File: config.mk
export PLATFORM = sky130hd
export DESIGN_NAME = pdcs_dev_ctl_status
export DESIGN_NICKNAME = d
export VERILOG_FILES = /design/src/rtl/pdcs_dev_ctl_status.v
export VERILOG_INCLUDE_DIRS = /design/src /design/src/rtl
export SDC_FILE = /design/constraint.sdc
export NUM_CORES = 1
export LEC_CHECK = 0
export BUFFER_PORTS_ARGS = -buffer_cell sky130_fd_sc_hd__buf_2
export CAP_MARGIN = 15
export CORE_ASPECT_RATIO = 0.9
export CORE_MARGIN = 3
export CORE_UTILIZATION = 25
export CTS_CLUSTER_SIZE = 10
export DETAILED_ROUTE_END_ITERATION = 8
export PLACE_DENSITY = 0.49
export SLEW_MARGIN = 10
export SYNTH_ARGS = -nofsm -noshare
export SYNTH_HDL_FRONTEND = slang
export SYNTH_SLANG_ARGS = --single-unit
export TNS_END_PERCENT = 100
File: constraint.sdc
create_clock -name clk -period 4.1 [get_ports clk]
set_input_delay 0.615 -clock clk [delete_from_list [all_inputs] [get_ports clk]]
set_output_delay 0.615 -clock clk [all_outputs]
set_load 0.1 [all_outputs]
File: src/rtl/pdcs_map.vh
// register map and field constants of the device control and status word
`ifndef PDCS_MAP_VH
`define PDCS_MAP_VH

`define PDCS_ADDR_W        12
`define PDCS_ADDR_CTLSTAT  12'h0E8
`define PDCS_ADDR_IRQSTAT  12'h100
`define PDCS_ADDR_IRQMASK  12'h104

`define PDCS_BIT_CORR_EN   0
`define PDCS_BIT_NFTL_EN   1
`define PDCS_BIT_FTL_EN    2
`define PDCS_BIT_UREQ_EN   3
`define PDCS_PAYLOAD_LSB   5
`define PDCS_PAYLOAD_MSB   7
`define PDCS_BIT_AUX_EN    10
`define PDCS_ERR_LSB       16
`define PDCS_ERR_MSB       19
`define PDCS_BIT_AUX_DET   20

`define PDCS_RST_ENABLES   4'h0
`define PDCS_RST_PAYLOAD   3'h0
`define PDCS_RST_AUX_EN    1'b0
`define PDCS_RST_ERR       4'h0
`define PDCS_RST_AUX_DET   1'b1
`define PDCS_RST_IRQMASK   5'h00
`define PDCS_PAYLOAD_CAP   3'h0

`endif

File: src/rtl/pdcs_dev_ctl_status.v
// device control and status register pair with apb access and interrupt
//
// Notes on behaviour
// - bit 0 enables correctable error reporting; resets to 0
// - bit 1 enables non-fatal error reporting; resets to 0
// - bit 2 enables fatal error reporting; resets to 0
// - bit 3 enables unsupported request reporting; resets to 0
// - bits 7:5 hold the payload limit, read-write, reset 000b
// - a payload write above the supported value stores the supported value
// - supported payload is 000b (128 bytes), so larger writes clamp to 000b
// - bit 10 aux power enable is sticky, resets 0, survives ordinary reset
// - bits 4, 8, 9, 11, 14:12 and 15 read zero, writes ignored
// - bit 16 set by correctable error, write one clears, resets 0
// - bit 17 set by non-fatal error, write one clears, resets 0
// - bit 18 set by fatal error, write one clears, resets 0
// - bit 19 set by unsupported request, write one clears, resets 0
// - errors are logged whatever the reporting enables say
// - bit 20 reads 1 while aux power is present; resets to 1
// - bit 21 and bits 31:22 read zero, writes ignored
//
// Implementation choice: register access over APB.
`timescale 1ns/10ps
`default_nettype none
`include "pdcs_map.vh"

module pdcs_dev_ctl_status #(
  parameter [2:0] PAYLOAD_CAP = `PDCS_PAYLOAD_CAP
) (
  // clock and resets
  input  wire        clk,
  input  wire        nrst,
  input  wire        nPorRst,
  // apb slave
  input  wire        psel,
  input  wire        penable,
  input  wire        pwrite,
  input  wire [11:0] paddr,
  input  wire [31:0] pwdata,
  input  wire [3:0]  pstrb,
  output wire        pready,
  output wire        pslverr,
  output reg  [31:0] prdata,
  // error detection strobes: correctable, non-fatal, fatal, unsupported
  input  wire [3:0]  errDetect,
  input  wire        auxPowerPresent,
  // outputs to the rest of the device
  output reg  [3:0]  errReport,
  output reg  [2:0]  maxPayload,
  output reg         auxPowerEn,
  output wire        irq
);

  reg  [3:0]  errEnable;
  reg  [3:0]  errFlag;
  reg         auxDetected;
  reg  [4:0]  irqStatus;
  reg  [4:0]  irqMask;
  reg  [31:0] next_prdata;
  reg  [2:0]  next_payload;
  reg         addrHit;

  wire        setup    = psel & ~penable;
  wire        wrAccess = psel & penable & pwrite;
  wire        wrCtl    = wrAccess & (paddr == `PDCS_ADDR_CTLSTAT);
  wire        wrIrqSt  = wrAccess & (paddr == `PDCS_ADDR_IRQSTAT);
  wire        wrIrqMk  = wrAccess & (paddr == `PDCS_ADDR_IRQMASK);
  wire [2:0]  wrPayload = pwdata[`PDCS_PAYLOAD_MSB:`PDCS_PAYLOAD_LSB];
  wire [3:0]  errClear = (wrCtl & pstrb[2]) ?
                         pwdata[`PDCS_ERR_MSB:`PDCS_ERR_LSB] : 4'h0;
  // aux power arriving is an event too, so software can notice it
  reg         auxSeen;
  wire        auxRise  = auxPowerPresent & ~auxSeen;
  wire [4:0]  irqEvent = {auxRise, errDetect};
  wire [4:0]  irqClear = (wrIrqSt & pstrb[0]) ? pwdata[4:0] : 5'h00;

  // zero wait states: every transfer completes in its first access cycle
  assign pready  = 1'b1;
  assign pslverr = psel & penable & ~addrHit;
  assign irq     = |(irqStatus & irqMask);

  always @* begin
    addrHit = (paddr == `PDCS_ADDR_CTLSTAT) |
              (paddr == `PDCS_ADDR_IRQSTAT) |
              (paddr == `PDCS_ADDR_IRQMASK);
  end

  // a value larger than the capability is replaced, not truncated
  always @* begin
    if (wrPayload > PAYLOAD_CAP) begin
      next_payload = PAYLOAD_CAP;
    end else begin
      next_payload = wrPayload;
    end
  end

  // unimplemented and reserved bits stay zero in the read word
  always @* begin
    next_prdata = 32'h0000_0000;
    case (paddr)
      `PDCS_ADDR_CTLSTAT: begin
        next_prdata[`PDCS_BIT_UREQ_EN:`PDCS_BIT_CORR_EN] = errEnable;
        next_prdata[`PDCS_PAYLOAD_MSB:`PDCS_PAYLOAD_LSB] = maxPayload;
        next_prdata[`PDCS_BIT_AUX_EN] = auxPowerEn;
        next_prdata[`PDCS_ERR_MSB:`PDCS_ERR_LSB] = errFlag;
        next_prdata[`PDCS_BIT_AUX_DET] = auxDetected;
      end
      `PDCS_ADDR_IRQSTAT: begin
        next_prdata[4:0] = irqStatus;
      end
      `PDCS_ADDR_IRQMASK: begin
        next_prdata[4:0] = irqMask;
      end
      default: begin
        next_prdata = 32'h0000_0000;
      end
    endcase
  end

  // read data is captured in the setup cycle and held for the access
  always @(posedge clk) begin
    if (!nrst) begin
      prdata <= 32'h0000_0000;
    end else if (setup & ~pwrite) begin
      prdata <= next_prdata;
    end
  end

  // control half of the word
  always @(posedge clk) begin
    if (!nrst) begin
      errEnable  <= `PDCS_RST_ENABLES;
      maxPayload <= `PDCS_RST_PAYLOAD;
    end else if (wrCtl & pstrb[0]) begin
      errEnable  <= pwdata[`PDCS_BIT_UREQ_EN:`PDCS_BIT_CORR_EN];
      maxPayload <= next_payload;
    end
  end

  // sticky bit only follows power-on reset, so an ordinary reset keeps it
  always @(posedge clk) begin
    if (!nPorRst) begin
      auxPowerEn <= `PDCS_RST_AUX_EN;
    end else if (wrCtl & pstrb[1]) begin
      auxPowerEn <= pwdata[`PDCS_BIT_AUX_EN];
    end
  end

  // error flags log regardless of enables; a new error beats its clear
  always @(posedge clk) begin
    if (!nrst) begin
      errFlag <= `PDCS_RST_ERR;
    end else begin
      errFlag <= (errFlag & ~errClear) | errDetect;
    end
  end

  // presence flag follows the input once out of reset
  always @(posedge clk) begin
    if (!nrst) begin
      auxDetected <= `PDCS_RST_AUX_DET;
      auxSeen     <= `PDCS_RST_AUX_DET;
    end else begin
      auxDetected <= auxPowerPresent;
      auxSeen     <= auxPowerPresent;
    end
  end

  // report requests are gated by the enables; logging above is not
  always @(posedge clk) begin
    if (!nrst) begin
      errReport <= 4'h0;
    end else begin
      errReport <= errDetect & errEnable;
    end
  end

  // interrupt status is sticky, write one clears, and an event wins
  always @(posedge clk) begin
    if (!nrst) begin
      irqStatus <= 5'h00;
      irqMask   <= `PDCS_RST_IRQMASK;
    end else begin
      irqStatus <= (irqStatus & ~irqClear) | irqEvent;
      if (wrIrqMk & pstrb[0]) begin
        irqMask <= pwdata[4:0];
      end
    end
  end

endmodule
`default_nettype wire

==> flow_summary.yaml, run 1 <==
status:
  status: "completed"
placed_design:
  hpwlAfterDp_mm: 3.73
  placement.cell_area_sq_um: 2100
  globalplace.congestion: 0.833
  portBuffers: 59
sta:
  slew_viol_final: 0
  setup_viol: 0
  period_minus_slack_ns: 2.98
  slew_headroom: 0.217
  fin_tns_setup_ns: 0
  grt_setup_unrepaired: "no"
  hold_violations: 0
  maxClockFrequency_mhz: 336
  skew_ns: 0.00372
  tightest_slew_ns: 1.16
  finalCritPeriodShare: 0.726
critical_path:
  critPathMostFrequentCell: "buf_2"
  crit_fanout: 6
  cp_slowest_stage_delay_ns: 0.61
  critPathLaunchType: "primary input"
  cp.required_ns: 3.48
  worstPathArrival_ns: 2.36
  worstReg2RegEnd: "prdata[4]"
  criticalPathCategory: "in2out"
  cpMaxStageDelayCell: "or4_1"
  path_buf_inv: 2
  rr_worst_depth: 3
  critPathTopFamily: "simple AND/OR/NAND/NOR gates"
  path_cells: "buf_2, or4_1, or3_1, and4b_1, buf_2"
  ff2ff_setup_slack_ns: 3.11
  rr_startpoint: "irqStatus[4]"
  cp-end-kind: "output pin"
cts:
  post_cts_buffers: 0
  cts_buffers: 5
  cts.root.buffer_cell: "clkbuf_8"
  clockBufferDepth: 2
  hold_buffers: 0
  post_cts_resized: 0
  clock_sinks: 41
  cts_tree: "done"
  worstSkewPairLatency_ns: 0.28
  htreeDepth: 2
  clk_pin_slew_ns: 0.08
logic_synthesis:
  synth_cell_type_count: 38
  ys_ff_latch: 41
  ys_seq_area_frac: 0.453
  synth_top_area_frac: 0.453
  synthCells: 197
  synth-edff-count: 0
  syn_area_per_cell_sq_um: 9.20
  async_flop_share: 0
  yosysTopAreaCell: "dfxtp_1"
  ys.flop_type: "dfxtp_1"
  yosysWarnings: 0
  syn_area_sq_um: 1810
  yosys-top-cells-area: "dfxtp_1 45%, buf_4 7.9%, mux2i_1 5.5%, a22oi_1 4.1%, o21ai_0 4.1%"
layout:
  antenna_cells: 0
  multi_input_area_sq_um: 836
  area_growth_pct: 20.7
  fillCellCount: 775
  design_area_sq_um: 2190
  final_cell_mix: "59 x buf_2, 41 x dfxtp_1, 19 x conb_1, 15 x o21ai_0, 15 x nor2_1"
  regArea_sq_um: 821
  drive_gt1_frac: 0.291
  layout_commonest_cell: "buf_2"
  layout.nets: 310
pwr:
  ir_worst_vdd_v: 0.000132
  leakagePower_nw: 1.01
  p_per_area_nw_per_um2: 367
grt:
  antenna_found_initial: 0
  grt_util_all_layers: 0.120
  grt_overflow: 0
  grt_max_degree: 24
  grt_pass1_wl_mm: 7.67
  grt_pass1_vias: 1485
routing:
  drc: 0
  dr_total_vias: 1548
  viasPerCell: 4.54
  drt-total-wl_mm: 4.96
  drtAntennaViolNets: 0
  post_drt_wl_per_cell_um: 14.5
  firstDrtPassIters: 4
  first_iter_violations: 70
hold_path:
  holdPathEnd: "prdata[4]"
  hp-start: "prdata[4]"
  hold_depth: 2
  hold_path_class: "reg2reg"
floorplan:
  dieHeight_um: 86.8
  die_area_sq_um: 8310
  num_rows: 28
  initial_utilization: 0.267
  pin_count: 102
  coreArea_sq_um: 6800
  die_w_um: 95.8
flow_run:
  cap_violations: 0
stage by stage:
stage | utilization | hold slack [ns] | total power, mW | instances | worst slack (ns)
final | 0.322 | 0.464 | 0.803 | 341 | 1.12
after global routing | 0.322 | 0.493 | 0.838 | 341 | 1.06
after CTS | 0.322 | 0.467 | 0.812 | 341 | 1.11
after detailed placement | 0.309 | 0.456 | 0.549 | 334 | 1.10
after global placement | 0.309 | 0.453 | 0.548 | 334 | 1.11
after floorplan | - | 0.457 | 0.534 | 214 | 1.14
layer usage:
metal,up-vias,part of all wire,GRT usage
li1,788,-,-
met1,695,0.48,0.170
met2,60,0.44,0.181
met3,5,0.078,0.0304
met4,0,0.0079,0.0349
met5,-,0,0
state kept, by name, indices dropped and copies added (netlist names):
signal      cells
prdata         14
irqMask         5
irqStatus       5
errEnable       4
errFlag         4
errReport       4
maxPayload      3
auxPowerEn      1
auxSeen         1
final cells by class:
class / count / area share
Inverter: 7 / 0.0120
Tap cell: 90 / 0.0515
Sequential cell: 41 / 0.375
Multi-Input combinational cell: 136 / 0.382
Timing Repair Buffer: 60 / 0.138
Clock inverter: 1 / 0.00343
Clock buffer: 6 / 0.0377
synth_stat cells, types with 3 or more instances:
master and n:
and3_1 9, a31oi_1 8, mux2i_1 10, inv_1 7
dfxtp_1 41, nor2_1 15, nand3_1 9, clkbuf_1 8
a22oi_1 10, nor4_1 3, nand2_1 4, o21ai_0 15
a21oi_1 6, buf_4 19, or4_1 3
worst reg2reg max path: stages, from the launching register on:
cell,delay [ns]
dfxtp_1,0.36
mux2i_1,0.08
or3_4,0.35
a21oi_2,0.13
where the power goes:
| group | internal (mW) | total, mW | switching [mW] |
|---|---|---|---|
| combinational | 0.0217 | 0.131 | 0.110 |
| sequential | 0.405 | 0.409 | 0.00451 |
| clock | 0.133 | 0.262 | 0.129 |
logic make-up after synthesis:
| logic type | count (synthesis) | share of synthesized area |
|---|---|---|
| compound gates | 50 | 0.183 |
| buf+inv | 37 | 0.121 |
| flops | 41 | 0.453 |
| mux | 10 | 0.0552 |
| other cells | 2 | 0.00414 |
| simple gates | 57 | 0.184 |
how the worst max path moves through the flow:
stage	startpoint	endpoint	slack [ns]	depth (start not counted)
after global placement	paddr[1]	pslverr	1.11	5
after CTS	paddr[1]	pslverr	1.11	5
final	paddr[1]	pslverr	1.12	5
after floorplan	paddr[2]	pslverr	1.14	4
after detailed placement	paddr[1]	pslverr	1.10	5
after global routing	paddr[1]	pslverr	1.06	5
No activity file was read; power rests on OpenSTA's default activity.
==> run 2, diff against run 1 <==
- PLACE_DENSITY: 0.49 -> 0.51
- clock period: 4.1 -> 2.6 ns (I/O delays scaled with it)
==> run 2 against run 1 <==
Clock power increased by 100%. Core utilization increased by 0.94 points. Final area increased by 2.9%. Critical path depth unchanged. Final cell count increased by 1.8%. Global-route usage increased by 0.30 points. Sequential share of layout area decreased by 1.1 points. Clock skew decreased by 0.00069 ns. Die area unchanged.
==> flow_summary.yaml, run 2 (synthesis gave the netlist of run 1 again) <==
sta:
  fin_tns_setup_ns: 0
  grt_setup_unrepaired: "no"
  slew_viol_final: 0
  finalCritPeriodShare: 0.919
  maxClockFrequency_mhz: 418
  tightest_slew_ns: 0.719
  setup_viol: 0
  period_minus_slack_ns: 2.39
  skew_ns: 0.00302
  hold_violations: 0
  holdWs_ns: 0.294
  slew_headroom: 0.520
pwr:
  leakagePower_nw: 1.05
  ir_worst_vdd_v: 0.000207
  p_per_area_nw_per_um2: 612
placed_design:
  portBuffers: 59
  hpwlAfterDp_mm: 3.77
  globalplace.congestion: 0.874
floorplan:
  dieHeight_um: 86.8
  coreArea_sq_um: 6800
  num_rows: 28
  initial_utilization: 0.267
  die_w_um: 95.8
  die_area_sq_um: 8310
  pin_count: 102
critical_path:
  worstPathArrival_ns: 2.00
  critPathTopFamily: "simple AND/OR/NAND/NOR gates"
  crit_fanout: 5
  cp-end-kind: "output pin"
  critPathMostFrequentCell: "buf_2"
  cp.required_ns: 2.21
  cp_slowest_stage_delay_ns: 0.61
  path_cells: "buf_2, or4_1, or3_1, and4b_1, buf_2"
  critPathLaunchType: "primary input"
  cpMaxStageDelayCell: "or4_1"
  path_buf_inv: 2
  criticalPathCategory: "in2out"
cts:
  clock_sinks: 41
  cts_buffers: 5
  post_cts_buffers: 0
  clk_pin_slew_ns: 0.08
  cts.root.buffer_cell: "clkbuf_8"
  htreeDepth: 2
  post_cts_resized: 0
  clockBufferDepth: 2
  hold_buffers: 0
  cts_tree: "done"
  worstSkewPairLatency_ns: 0.29
routing:
  first_iter_violations: 108
  drc: 0
  firstDrtPassIters: 4
  drt-total-wl_mm: 5.05
  dr_total_vias: 1619
  drtAntennaViolNets: 0
  viasPerCell: 4.67
  post_drt_wl_per_cell_um: 14.5
layout:
  final_cell_mix: "59 x buf_2, 41 x dfxtp_1, 19 x conb_1, 15 x o21ai_0, 15 x nor2_1"
  area_growth_pct: 24.2
  drive_gt1_frac: 0.304
  layout_commonest_cell: "buf_2"
  top_register: "prdata"
  reg_top3: "prdata: 14 flops, irqMask: 5 flops, irqStatus: 5 flops"
  antenna_cells: 0
  largest_reg_flops: 14
  layout.nets: 315
grt:
  grt_max_degree: 24
  grt_pass1_wl_mm: 7.82
  grt_util_all_layers: 0.123
  antenna_found_initial: 0
  grt_pass1_vias: 1531
  grt_overflow: 0
status:
  status: "completed"
hold_path:
  hold_path_class: "in2reg"
flow_run:
  cap_violations: 0
[run 2: final timing paths]
kind	from	end	slack [ns]	depth (start not counted)
hold reg to reg	prdata[4]	prdata[4]	0.46	2
setup / recovery	paddr[1]	pslverr	0.21	5
hold / removal	pwdata[19]	errFlag[3]	0.29	2
setup reg to reg	irqStatus[4]	prdata[4]	1.61	3
[run 2: where the power goes]
group,total (mW),internal [mW],switching (mW)
logic,0.207,0.0352,0.172
registers,0.645,0.638,0.00680
clock network,0.526,0.313,0.213
[run 2: layout make-up]
type,count,area [sq um]
inverter,7,26.3
sequential,41,821
clock buffer,7,86.3
timing repair buffer,65,340
multi-input combinational,136,836
fill,741,4540
clock inverter,1,30.0
tap,90,113
[run 2: per-stage QoR]
stage	instance area [sq um]	cells	utilization	setup WS (ns)	power [mW]
finish	2250	347	0.331	0.210	1.38
global route	2250	347	0.331	0.141	1.43
CTS	2250	347	0.331	0.201	1.40
detailed placement	2140	339	0.314	0.201	0.867
global placement	2140	339	0.314	0.203	0.865
floorplan	1880	214	-	0.0950	0.843
[run 2: layer usage]
metal,vias to the layer above,track usage,routed length [um]
met3,4,0.0286,319
met4,0,0.0349,41
met5,-,0,0
met2,54,0.189,2310
met1,760,0.173,2380
li1,801,-,-
